### src/common/stop_ctl_pkg.sv
// Package for the stop-mode power controller: constants, types and carriers
package stop_ctl_pkg;

    // ========================================================================
    // Stop states
    typedef enum logic [2:0] {
        ST_RUN        = 3'b000,
        ST_HALT       = 3'b001,
        ST_PARTIAL    = 3'b010,
        ST_FULL       = 3'b011,
        ST_WAKE_RESET = 3'b100,
        ST_WAKE_IRQ   = 3'b101
    } stop_state_e;

    // ========================================================================
    // Wake vector selection
    typedef enum logic [1:0] {
        VEC_NONE     = 2'b00,
        VEC_RESET    = 2'b01,
        VEC_PIN_IRQ  = 2'b10,
        VEC_PERIODIC = 2'b11
    } wake_vec_e;

    // ========================================================================
    // Counts and field values
    localparam logic [2:0] PERIODIC_OFF    = 3'h0;
    localparam int         CLK_SYS_HZ      = 10_000_000;
    localparam int         PERIODIC_HZ     = 1_000;
    localparam int         PERIODIC_CYCLES = CLK_SYS_HZ / PERIODIC_HZ;
    localparam int         WAKE_PULSE_CYC  = 1;

    // ========================================================================
    // Stop configuration captured at STOP execution
    typedef struct packed {
        logic       power_down_ctl;
        logic       partial_power_down_ctl;
        logic       low_volt_reset_en;
        logic       debug_mode_en;
        logic       stop_allow;
        logic [2:0] periodic_wake_select;
    } stop_cfg_s;

    // Power and clock gating outputs
    typedef struct packed {
        logic osc_on;
        logic regulator_full;
        logic debug_clk_on;
        logic periph_clk_on;
        logic comparator_standby;
        logic pin_latch_closed;
        logic pins_forced_reset;
        logic ram_retained;
    } power_ctl_s;

endpackage : stop_ctl_pkg

### src/logic/periodic_wake_timer.sv
// Self-clocked periodic wakeup source, modelled as a divided tick
`timescale 1ns/1ps
module periodic_wake_timer
    import stop_ctl_pkg::*;
#(
    parameter int PERIOD = PERIODIC_CYCLES
) (
    input  wire logic       clk_sys,
    input  wire logic       rst,
    input  wire logic       run,
    input  wire logic [2:0] select,
    output logic            tick
);
    localparam int CW = $clog2(PERIOD + 1);

    logic [CW-1:0] count;
    logic [CW-1:0] next_count;
    logic          next_tick;

    // ========================================================================
    // Divider; select of zero holds the source off entirely
    always_comb begin
        next_count = count;
        next_tick  = 1'b0;
        if (!run || select == PERIODIC_OFF) begin
            next_count = '0;
        end else if (count == CW'(PERIOD - 1)) begin
            next_count = '0;
            next_tick  = 1'b1;
        end else begin
            next_count = count + CW'(1);
        end
    end

    always_ff @(posedge clk_sys) begin
        if (rst) begin
            count <= '0;
            tick  <= 1'b0;
        end else begin
            count <= next_count;
            tick  <= next_tick;
        end
    end

    chk_tick_off_zero: assert property (@(posedge clk_sys) disable iff (rst)
        $past(select) == PERIODIC_OFF |-> !tick)
        else $error("periodic tick while source disabled");
endmodule : periodic_wake_timer

### src/logic/stop_mode_power_controller.sv
// Stop-mode selection, wakeup and pin-latch control for the microcontroller core
// Function
// - STOP with both power-down bits set enters partial-power-down state.
// - Partial-power-down never entered while low-voltage reset enabled.
// - Pin latch closes on partial entry, opens only on release ack.
// - Partial exit by reset pin, enabled pin irq or periodic wake.
// - Wake pins treated active-low in partial state regardless of polarity.
// - Partial wake behaves as power-on reset; pin latches stay closed.
// - Partial flag set after wake until release ack written.
// - Clock-halt stops all clocks unless debug or low-voltage reset enabled; state retained, pins driven by logic.
// - Halt exit: reset pin gives reset vector, interrupt gives its vector.
// - Periodic source wakes from halt or partial stop, not full; select zero disables it.
// - Debug enabled keeps debug clocks and full regulation in stop.
// - Debug enabled forces clock-halt state with oscillator and regulator on.
// - Memory-with-status debug commands return stop error status in stop.
// - Debug BACKGROUND command in stop wakes into active background.
// - Low-voltage reset enabled keeps regulator on, power-down becomes halt.
// - Peripheral clocks halt in every stop state.
// - Full power-down forces pins to reset; wake resets registers, loses RAM.
// - Power-down wake resets timer, comparator, serial and carrier modules.
// - Keypad pins interrupt in halt, only active-low wake in power-down.
// - Analog comparator in standby in any stop state.
// - STOP with stop_allow clear forces illegal-opcode reset instead.
// - Full power-down with partial bit clear; halt with power-down clear.
`timescale 1ns/1ps
module stop_mode_power_controller
    import stop_ctl_pkg::*;
#(
    parameter int PERIOD = PERIODIC_CYCLES
) (
    input  wire logic       clk_sys,
    input  wire logic       rst,
    input  wire logic       stop_exec,
    input  wire stop_cfg_s  cfg,
    input  wire logic       pin_latch_release_ack,
    input  wire logic       reset_pin_n,
    input  wire logic       ext_irq_pin,
    input  wire logic       ext_irq_en,
    input  wire logic       ext_irq_pol_high,
    input  wire logic       keypad_irq,
    input  wire logic       keypad_irq_en,
    input  wire logic       keypad_pol_high,
    input  wire logic       dbg_mem_status_cmd,
    input  wire logic       dbg_background_cmd,
    output stop_state_e     state,
    output power_ctl_s      power,
    output logic            partial_power_down_flag,
    output logic            illegal_opcode_reset,
    output logic            por_reset,
    output logic            periph_reset,
    output logic            ram_lost,
    output wake_vec_e       wake_vector,
    output logic            keypad_irq_out,
    output logic            dbg_stop_error,
    output logic            dbg_enter_background
);

    // ========================================================================
    // Pin synchronisers (two flops, first flop read only by the second)
    logic [2:0] sync1;
    logic [2:0] sync2;

    always_ff @(posedge clk_sys) begin
        if (rst) begin
            sync1 <= 3'h7;
            sync2 <= 3'h7;
        end else begin
            sync1 <= {reset_pin_n, ext_irq_pin, keypad_irq};
            sync2 <= sync1;
        end
    end

    logic rst_pin_low;
    logic ext_s;
    logic kbd_s;
    assign rst_pin_low = !sync2[2];
    assign ext_s       = sync2[1];
    assign kbd_s       = sync2[0];

    // Asserted level of a pin under its configured polarity
    function automatic logic pin_active(input logic lvl, input logic pol_high);
        pin_active = pol_high ? lvl : !lvl;
    endfunction : pin_active

    // ========================================================================
    // Periodic wake source runs only while in a retaining stop state
    stop_cfg_s cfg_held;
    logic periodic_tick;
    logic periodic_run;
    assign periodic_run = (state == ST_HALT) || (state == ST_PARTIAL);

    periodic_wake_timer #(
        .PERIOD (PERIOD)
    ) u_periodic (
        .clk_sys (clk_sys),
        .rst     (rst),
        .run     (periodic_run),
        .select  (cfg_held.periodic_wake_select),
        .tick    (periodic_tick)
    );

    // ========================================================================
    // State machine and captured configuration
    stop_cfg_s   next_cfg_held;
    stop_state_e next_state;
    logic        next_flag;
    logic        next_latch;
    logic        next_illegal;
    logic        next_por;
    logic        next_periph_rst;
    logic        next_ram_lost;
    wake_vec_e   next_vector;
    logic        next_dbg_err;
    logic        next_dbg_bg;
    logic        pin_wake_pd;
    logic        pin_irq_halt;
    logic        periodic_wake;

    // Power-down wake pins are forced active-low; halt uses configured polarity
    assign pin_wake_pd  = (ext_irq_en && !ext_s) || (keypad_irq_en && !kbd_s);
    assign pin_irq_halt = (ext_irq_en && pin_active(ext_s, ext_irq_pol_high))
                       || (keypad_irq_en && pin_active(kbd_s, keypad_pol_high));
    assign periodic_wake = periodic_tick && cfg_held.periodic_wake_select != PERIODIC_OFF;

    always_comb begin
        next_state      = state;
        next_cfg_held   = cfg_held;
        next_flag       = partial_power_down_flag;
        next_latch      = power.pin_latch_closed;
        next_illegal    = 1'b0;
        next_por        = 1'b0;
        next_periph_rst = 1'b0;
        next_ram_lost   = 1'b0;
        next_vector     = VEC_NONE;
        next_dbg_err    = 1'b0;
        next_dbg_bg     = 1'b0;
        // Ack opens latches and clears flag; a set on the same cycle wins
        if (pin_latch_release_ack && state == ST_RUN) begin
            next_flag  = 1'b0;
            next_latch = 1'b0;
        end
        case (state)
            ST_RUN: begin
                if (stop_exec) begin
                    next_cfg_held = cfg;
                    if (!cfg.stop_allow) begin
                        next_illegal = 1'b1;
                    end else if (cfg.debug_mode_en || cfg.low_volt_reset_en) begin
                        next_state = ST_HALT;
                    end else if (!cfg.power_down_ctl) begin
                        next_state = ST_HALT;
                    end else if (cfg.partial_power_down_ctl) begin
                        next_state = ST_PARTIAL;
                        next_latch = 1'b1;
                    end else begin
                        next_state = ST_FULL;
                    end
                end
            end
            ST_HALT: begin
                if (rst_pin_low) begin
                    next_state  = ST_WAKE_RESET;
                    next_vector = VEC_RESET;
                    next_por    = 1'b1;
                end else if (cfg_held.debug_mode_en && dbg_background_cmd) begin
                    next_state  = ST_RUN;
                    next_dbg_bg = 1'b1;
                end else if (pin_irq_halt) begin
                    next_state  = ST_WAKE_IRQ;
                    next_vector = VEC_PIN_IRQ;
                end else if (periodic_wake) begin
                    next_state  = ST_WAKE_IRQ;
                    next_vector = VEC_PERIODIC;
                end
                next_dbg_err = dbg_mem_status_cmd;
            end
            ST_PARTIAL, ST_FULL: begin
                if (rst_pin_low || pin_wake_pd
                    || (state == ST_PARTIAL && periodic_wake)) begin
                    next_state      = ST_WAKE_RESET;
                    next_vector     = VEC_RESET;
                    next_por        = 1'b1;
                    next_periph_rst = 1'b1;
                    next_ram_lost   = (state == ST_FULL);
                    next_flag       = (state == ST_PARTIAL) || partial_power_down_flag;
                end
                next_dbg_err = dbg_mem_status_cmd;
            end
            ST_WAKE_RESET, ST_WAKE_IRQ: begin
                next_state = ST_RUN;
            end
            default: begin
                next_state = ST_RUN;
            end
        endcase
    end

    always_ff @(posedge clk_sys) begin
        if (rst) begin
            state                   <= ST_RUN;
            cfg_held                <= '0;
            partial_power_down_flag <= 1'b0;
            illegal_opcode_reset    <= 1'b0;
            por_reset               <= 1'b0;
            periph_reset            <= 1'b0;
            ram_lost                <= 1'b0;
            wake_vector             <= VEC_NONE;
            dbg_stop_error          <= 1'b0;
            dbg_enter_background    <= 1'b0;
        end else begin
            state                   <= next_state;
            cfg_held                <= next_cfg_held;
            partial_power_down_flag <= next_flag;
            illegal_opcode_reset    <= next_illegal;
            por_reset               <= next_por;
            periph_reset            <= next_periph_rst;
            ram_lost                <= next_ram_lost;
            wake_vector             <= next_vector;
            dbg_stop_error          <= next_dbg_err;
            dbg_enter_background    <= next_dbg_bg;
        end
    end

    // ========================================================================
    // Power and clock gating, registered from the next state
    power_ctl_s next_power;
    logic       next_kbd_out;
    logic       stopping;

    always_comb begin
        stopping  = next_state inside {ST_HALT, ST_PARTIAL, ST_FULL};
        next_power                  = power;
        next_power.pin_latch_closed = next_latch;
        next_power.periph_clk_on    = !stopping;
        next_power.comparator_standby = stopping;
        next_power.osc_on = !stopping || cfg_held_next_dbg(next_cfg_held, stopping);
        next_power.regulator_full = !stopping
            || next_cfg_held.debug_mode_en || next_cfg_held.low_volt_reset_en;
        next_power.debug_clk_on = !stopping || next_cfg_held.debug_mode_en;
        next_power.pins_forced_reset = (next_state == ST_FULL);
        next_power.ram_retained = (next_state != ST_FULL);
        next_kbd_out = (state == ST_HALT || state == ST_RUN) && keypad_irq_en
                       && pin_active(kbd_s, keypad_pol_high);
    end

    // Oscillator stays on in stop only while debug or low-voltage reset holds it
    function automatic logic cfg_held_next_dbg(input stop_cfg_s c, input logic s);
        cfg_held_next_dbg = s && (c.debug_mode_en || c.low_volt_reset_en);
    endfunction : cfg_held_next_dbg

    always_ff @(posedge clk_sys) begin
        if (rst) begin
            power.osc_on             <= 1'b1;
            power.regulator_full     <= 1'b1;
            power.debug_clk_on       <= 1'b1;
            power.periph_clk_on      <= 1'b1;
            power.comparator_standby <= 1'b0;
            power.pin_latch_closed   <= 1'b0;
            power.pins_forced_reset  <= 1'b0;
            power.ram_retained       <= 1'b1;
            keypad_irq_out           <= 1'b0;
        end else begin
            power.osc_on             <= next_power.osc_on;
            power.regulator_full     <= next_power.regulator_full;
            power.debug_clk_on       <= next_power.debug_clk_on;
            power.periph_clk_on      <= next_power.periph_clk_on;
            power.comparator_standby <= next_power.comparator_standby;
            power.pin_latch_closed   <= next_power.pin_latch_closed;
            power.pins_forced_reset  <= next_power.pins_forced_reset;
            power.ram_retained       <= next_power.ram_retained;
            keypad_irq_out           <= next_kbd_out;
        end
    end

    // ========================================================================
    // Checks
    chk_partial_entry_ok: assert property (@(posedge clk_sys) disable iff (rst)
        state == ST_RUN && stop_exec && cfg.stop_allow && cfg.power_down_ctl
        && cfg.partial_power_down_ctl && !cfg.debug_mode_en && !cfg.low_volt_reset_en
        |=> state == ST_PARTIAL && power.pin_latch_closed)
        else $error("partial stop not entered");

    chk_partial_lvr_block: assert property (@(posedge clk_sys) disable iff (rst)
        $rose(state == ST_PARTIAL) |-> !cfg_held.low_volt_reset_en
        && !cfg_held.debug_mode_en)
        else $error("partial stop with override set");

    chk_latch_held_ack: assert property (@(posedge clk_sys) disable iff (rst)
        power.pin_latch_closed && !(state == ST_RUN && pin_latch_release_ack)
        |=> power.pin_latch_closed)
        else $error("pin latch opened without ack");

    chk_flag_after_wake: assert property (@(posedge clk_sys) disable iff (rst)
        state == ST_PARTIAL && next_state == ST_WAKE_RESET
        |=> partial_power_down_flag && por_reset ##1 state == ST_RUN)
        else $error("partial wake flag missing");

    chk_illegal_stop: assert property (@(posedge clk_sys) disable iff (rst)
        state == ST_RUN && stop_exec && !cfg.stop_allow
        |=> illegal_opcode_reset && state == ST_RUN)
        else $error("illegal stop not trapped");

    chk_periph_clk_halt: assert property (@(posedge clk_sys) disable iff (rst)
        state inside {ST_HALT, ST_PARTIAL, ST_FULL} |-> !power.periph_clk_on
        && power.comparator_standby)
        else $error("peripheral clock running in stop");

    chk_debug_halt_only: assert property (@(posedge clk_sys) disable iff (rst)
        state == ST_RUN && stop_exec && cfg.stop_allow && cfg.debug_mode_en
        |=> state == ST_HALT ##0 power.osc_on && power.regulator_full)
        else $error("debug stop not clock-halt");

    chk_full_pins_reset: assert property (@(posedge clk_sys) disable iff (rst)
        state == ST_FULL |-> power.pins_forced_reset && !power.ram_retained)
        else $error("full power-down pins not reset");

    chk_halt_reset_vec: assert property (@(posedge clk_sys) disable iff (rst)
        state == ST_HALT && rst_pin_low |=> wake_vector == VEC_RESET && por_reset)
        else $error("halt reset exit wrong vector");

    chk_dbg_status_err: assert property (@(posedge clk_sys) disable iff (rst)
        state != ST_RUN && state != ST_WAKE_RESET && state != ST_WAKE_IRQ
        && dbg_mem_status_cmd |=> dbg_stop_error)
        else $error("no stop error on debug status command");

endmodule : stop_mode_power_controller

### config.mk
export PLATFORM = sky130hd
export DESIGN_NAME = stop_mode_power_controller
export DESIGN_NICKNAME = d
export VERILOG_FILES = /design/src/common/stop_ctl_pkg.sv /design/src/logic/periodic_wake_timer.sv /design/src/logic/stop_mode_power_controller.sv
export SDC_FILE = /design/constraint.sdc
export NUM_CORES = 1
export LEC_CHECK = 0
export ABC_AREA = 1
export BUFFER_PORTS_ARGS = -buffer_cell sky130_fd_sc_hd__buf_2
export CORE_ASPECT_RATIO = 0.9
export CORE_MARGIN = 8
export CORE_UTILIZATION = 33
export DETAILED_ROUTE_END_ITERATION = 10
export GPL_ROUTABILITY_DRIVEN = 0
export SLEW_MARGIN = 25
export SYNTH_ARGS = -nofsm -noshare
export SYNTH_HDL_FRONTEND = slang
export SYNTH_SLANG_ARGS = --single-unit
### constraint.sdc
create_clock -name clk_sys -period 1.86 [get_ports clk_sys]
set_clock_uncertainty 0.05 [all_clocks]
set_input_delay 0.093 -clock clk_sys [delete_from_list [all_inputs] [get_ports clk_sys]]
set_output_delay 0.093 -clock clk_sys [all_outputs]
set_load 0.05 [all_outputs]
# Word level (Yosys, flattened, before mapping)
# Index checks and enable logic that the tools add are counted.
[totals] reg_bits=48 input_bits=21 output_inout_bits=21 wordCells=122
[op_classes] addsub=1 eq_ne=8 muxes=37 bitwise_logic=7 n_reduce_logical=43
[ops] op="3-bit 2-to-1 mux" count=7
[ops] op="1-bit 2-to-1 mux" count=19
[ops] op="3-bit OR reduction" count=5
[ops] op="14-bit by 1-bit adder with 14-bit output, second input constant" count=1
[ops] op="14-bit equality test, second input constant" count=1
[ops] op="1-bit logical OR" count=13
[ops] op="3-bit by 2-bit equality test with 1-bit output, second input constant" count=4
[ops] op="2-bit 2-to-1 mux" count=6
[ops] op="6-bit 2-to-1 mux" count=2
[ops] op="1-bit logical AND" count=11
[ops] op="3-bit case mux with 3 select lines" count=1
[ops] op="2-bit OR reduction" count=4
[ops] op="1-bit inverter" count=7
[ops] op="3-bit by 1-bit equality test with 1-bit output, second input constant" count=2
[ops] op="3-bit zero test" count=2
[ops] op="3-bit nonzero test" count=2
[ops] op="1-bit zero test" count=5
[ops] op="2-bit case mux with 2 select lines" count=1
[ops] op="3-bit by 2-bit != test with 1-bit output, second input constant" count=1
[ops] op="1-bit case mux with 2 select lines" count=1
[ops] op="2-bit AND reduction" count=1

# Depth between registers and ports, before layout
[depth] ltp_word=13 mapped_depth=10 ltp_nobuf=10

# Cells and area by module
# Synthesis repeated with hierarchy kept, for this count alone.
[unflattened] hier_cells=258 area_unflattened_um2=1998.2
[by_module_without_submodules] mod="stop_mode_power_controller" instances=1 cells_per_inst=146 area_each_um2=1229.9 seq_area_each_um2=640.6
[by_module_without_submodules] mod="periodic_wake_timer" instances=1 cells_per_inst=112 area_each_um2=768.2 seq_area_each_um2=300.3

# Worst setup path after synthesis
# Ideal clock, no wire load.
[synth_path] path_type="reg-to-reg" startpoint="register state[0]" endpoint="register power[6] (netlist name)" setup_time_ns=0.128 arrival_time_ns=1.518 t_required_ns=1.682 setup_slack_ns=0.164 path_stages_with_launch=7 path_buffers=0 synth_period_minus_slack_ns=1.696 path_cell_list="dfxtp_1 -> inv_1 -> nand2_1 -> nor2_2 -> or2_2 -> nand3_1 -> nand4_1"
[synth_via] elab_chain_cells=10 word_cells_on_any_way=23 cone_classes="6 x eq/ne; 9 x mux; 8 x reduce/logical"
[synth_lines] element="from (decl)" line_no="stop_mode_power_controller.sv:45" rtl="output stop_state_e state,"
[synth_lines] element="from (signal assigned)" line_no="stop_mode_power_controller.sv:211" rtl="state <= next_state;"
[synth_lines] element="3-bit 2-to-1 mux or 3-bit by 2-bit equality test with 1-bit output (tied branches)" line_no="stop_mode_power_controller.sv:171, stop_mode_power_controller.sv:142, stop_mode_power_controller.sv:179"
[synth_lines] element="3-bit 2-to-1 mux or 1-bit logical AND (tied branches)" line_no="stop_mode_power_controller.sv:168, stop_mode_power_controller.sv:179"
[synth_lines] element="3-bit 2-to-1 mux or 1-bit logical OR (tied branches)" line_no="stop_mode_power_controller.sv:165, stop_mode_power_controller.sv:179"
[synth_lines] element="3-bit 2-to-1 mux (on tied branches)" line_no="stop_mode_power_controller.sv:161, stop_mode_power_controller.sv:178"
[synth_lines] element="3-bit case mux with 3 select lines" line_no="stop_mode_power_controller.sv:142" rtl="case (state)"
[synth_lines] element="3-bit by 1-bit equality test with 1-bit output or 3-bit by 2-bit equality test with 1-bit output (tied branches)" line_no="stop_mode_power_controller.sv:231" rtl="stopping = next_state inside {ST_HALT, ST_PARTIAL, ST_FULL};"
[synth_lines] element="3-bit nonzero test" line_no="stop_mode_power_controller.sv:231"
[synth_lines] element="1-bit zero test" line_no="stop_mode_power_controller.sv:237" rtl="next_power.regulator_full = !stopping"
[synth_lines] element="1-bit logical OR" line_no="stop_mode_power_controller.sv:238" rtl="|| next_cfg_held.debug_mode_en || next_cfg_held.low_volt_reset_en;"
[synth_lines] element="1-bit logical OR *" line_no="stop_mode_power_controller.sv:238"
[synth_lines] element="to (decl)" line_no="stop_mode_power_controller.sv:46" rtl="output power_ctl_s power,"
# Every way passes the cells marked *; elsewhere a longest branch is shown, timed or not.
# A chain may end at the register's enable or synchronous reset.

# Worst setup path in the final report
[layout_path] startpoint="register u_periodic.count[0]" endpoint="register u_periodic.count[2]"
[layout_via] elab_chain_cells=2 word_cells_on_any_way=3 cone_classes="1 x add/sub; 1 x eq/ne; 1 x reduce/logical"
[layout_lines] element="from (decl)" line_no="periodic_wake_timer.sv:16" rtl="logic [CW-1:0] count;"
[layout_lines] element="from (signal assigned)" line_no="periodic_wake_timer.sv:40" rtl="count <= next_count;"
[layout_lines] element="branches (longest 2 deep; another with 14-bit by 1-bit adder with 14-bit output)"
# Several ways; the timed one is not identified.

==> run_results.csv <==
group,metric,value,unit
place,pre_cts_slack,195.3,ps
global_route,grt_overflow,0,
setup_path,crit_fanout,14,
setup_path,critPathBufInv,1,
global_route,antenna_found_initial,0,
sta,fin_crit,1630,ps
cts,clockBufferDepth,2,
global_route,grt_usage,9.485,%
finish,multiInputGateArea,818.3,sq um
finish,layout-drive-gt1-share,27.70,%
setup_path,endpoint_kind,"flop",
route,vias,1612,
yosys,ys_ff_latch,47,
finish,regArea,940.9,sq um
sta,max_slew_margin,76.63,%
cts,cts_num_sinks,47,
yosys,syn-instance-count,244,
sta,post-route-period-util,87.65,%
floorplanning,initial_core_util,34.11,%
cts,htreeDepth,2,
setup_path,slowest_stage,"dfxtp_1",
status,status,"finished, final reports clean",
route,initialDrtViolationCount,57,
route,firstDrtPassIters,4,
route,via_per_inst,4.404,
route,post-route-drc-count,0,
sta,slew_viol_final,0,
floorplanning,core,0.005660,sq mm
yosys,syn_avg_cell_area,7.912,sq um
sta,tightest_slew,349.3,ps
setup_path,cp.required,1980,ps
setup_path,path_class,"reg -> reg",
floorplanning,die_x,96.63,um
setup_path,cpLargestDelayFamily,"simple AND/OR/NAND/NOR gates",
floorplanning,core.rowCount,26,
cts,root_buffer,"clkbuf_8",
pwr,pwr_density_cell,828.3,mW/mm^2
finish,n_fill_cell,601,
floorplanning,die_h,88.56,um
place,dpl.hpwl,2.996,mm
cts,post_cts_resized,0,
yosys,netlist_area,0.001931,sq mm
cts,cts_buffers,5,
route,wirelength,3.983,mm
sta,fin_tns_setup,0,ps
sta,whs,22.61,ps
yosys,synth_seq_area_share,48.74,%
finish,area_growth,22.88,%
global_route,grt_pass1_vias,1533,
setup_path,critPathArrivalTime,1750,ps
finish,final_area,0.002372,sq mm
cts,path_clk_slew,90,ps
place,io_buffers,41,
finish,diodes,0,
yosys,synth_cell_types,27,
floorplanning,die-area,0.008557,sq mm
finish,final_core_util,41.91,%
global_route,grt_pass1_wl,6.706,mm
cts,cts.hold.buffers_added,7,
yosys,yosys_warnings,0,
yosys,synthesis.nets,266,
route,routedWlPerCell,10.88,um
setup_path,crit_path_max_incr_delay,370,ps
job,max-cap-violations,0,
sta,finalSetupViolations,0,
finish,final_nets,317,
setup_path,cp_cell_sequence,"ha_1 -> nand2_1 -> nor2_2 -> inv_1 -> nor2_1 -> nand4_1 -> nand2_2 -> nor3b_1",
cts,clk-insertion-delay-late,300,ps
sta,rsz0062_at_grt,"false",
route,antenna_left,0,
setup_path,cp-start-kind,"flop",
cts,cts_tree,"built",
floorplanning,ios,42,
place,place_area,0.002198,sq mm
pwr,ir_drop,357.6,uV
sta,fmax,613.4,MHz
setup_path,r2r_slack,230,ps
pwr,p_leak,1.113,nW
cts,cts_setup_buffers,0,
sta,fin_ws,229.6,ps
sta,hold_violations,0,
global_route,grt_max_degree,19,
worst_hold_path,hp-class,"in -> reg",
-- layer usage --
| layer | share of wire, % | track usage [%] | up-vias |
|---|---|---|---|
| li1 | - | - | 870 |
| met1 | 48 | 10.77 | 697 |
| met2 | 44 | 15.36 | 34 |
| met3 | 6.0 | 3.825 | 11 |
| met4 | 2.2 | 4.603 | 0 |
| met5 | 0 | 0 | - |
-- final cells by class --
class                   instances  share of cell area, %
flip-flops and latches         47                  39.66
multi-input cells             154                  34.49
repair buffers                 48                  11.60
inverters                      39                  6.171
clock buffers                   7                  4.061
well taps                      70                  3.692
clock inverters                 1                 0.3165
-- synthesized netlist by cell type --
master	n	area share [%]
nand2_4	1	0.58
nor3_1	7	1.8
nor4_1	4	1.3
nor2_1	27	5.2
or2_0	1	0.32
clkbuf_1	1	0.19
dfxtp_1	47	49
o21ai_0	8	2.1
nand2_2	7	2.3
inv_1	39	7.6
o21ai_1	1	0.26
xor2_1	3	1.4
nand3_2	2	1.0
o22ai_1	1	0.32
a21oi_1	3	0.78
nor2_4	3	1.7
nor3_2	1	0.52
nand4_1	9	2.9
buf_2	2	0.52
nand3_1	14	3.6
buf_6	1	0.58
ha_1	1	0.65
a21oi_2	5	2.3
nand2_1	39	7.6
nor3b_1	3	1.2
or2_2	8	2.6
nor2_2	6	1.9
-- cell families (layout without fill, tap and decap cells) --
group,after synthesis,after routing,share of synthesized area [%]
compound gates,18,18,5.703
buf+inv,43,95,8.879
fa+ha+maj,1,1,0.6480
flops,47,47,48.74
xor+xnor,3,3,1.361
simple gates,132,132,34.67
-- worst register-to-register path, cell delays in order, from the launching register on --
cell	delay, ps
dfxtp_1	370
ha_1	180
nand2_1	70
nor2_2	120
inv_1	60
nor2_1	110
nand4_1	140
nand2_2	320
nor3b_1	90
-- power breakdown --
part	leakage [nW]	switching, mW	internal, mW
clock	0.0505	0.341	0.338
combinational	0.680	0.160	0.0745
sequential	0.383	0.0124	1.04
total	1.11	0.513	1.45
-- sequential cells by signal (all words and copies together), names as in the netlist, 2 cells and up --
register	cells
wake_vector	2
cfg_held	5
power	8
sync1	3
sync2	3
u_periodic.count	14
state	3
-- final timing paths --
| check | startpoint | endpoint | cells past startpoint |
|---|---|---|---|
| worst max-delay path | u_periodic.count[0] | u_periodic.count[2] | 8 |
| worst min-delay path | cfg[6] | power[2] | 3 |
| worst max register to register | u_periodic.count[0] | u_periodic.count[2] | 8 |
| worst min register to register | sync1[1] | sync2[1] | 1 |
-- layout by cell type, fill, tap and decap left out --
cell type | netlist | final
clkbuf_8 | 0 | 7
nand2_1 | 39 | 39
buf_2 | 2 | 41
nand3_2 | 2 | 2
ha_1 | 1 | 1
nor3_2 | 1 | 1
nand2_4 | 1 | 1
o21ai_0 | 8 | 8
dfxtp_1 | 47 | 47
nand3_1 | 14 | 14
nor2_2 | 6 | 6
nor4_1 | 4 | 4
or2_2 | 8 | 8
nor2_4 | 3 | 3
nor3_1 | 7 | 7
xor2_1 | 3 | 3
nand2_2 | 7 | 7
nor2_1 | 27 | 27
o21ai_1 | 1 | 1
inv_1 | 39 | 39
dlygate4sd3_1 | 0 | 7
or2_0 | 1 | 1
o22ai_1 | 1 | 1
nor3b_1 | 3 | 3
clkinvlp_4 | 0 | 1
a21oi_2 | 5 | 5
nand4_1 | 9 | 9
a21oi_1 | 3 | 3
-- through the flow --
step,cells,power [mW]
6_report,366,1.965
3_5_place_dp,351,1.300
2_1_floorplan,244,1.239
3_3_place_gp,351,1.299
4_1_cts,366,1.994
5_1_grt,366,2.068
(Power assumes the default switching activity.)
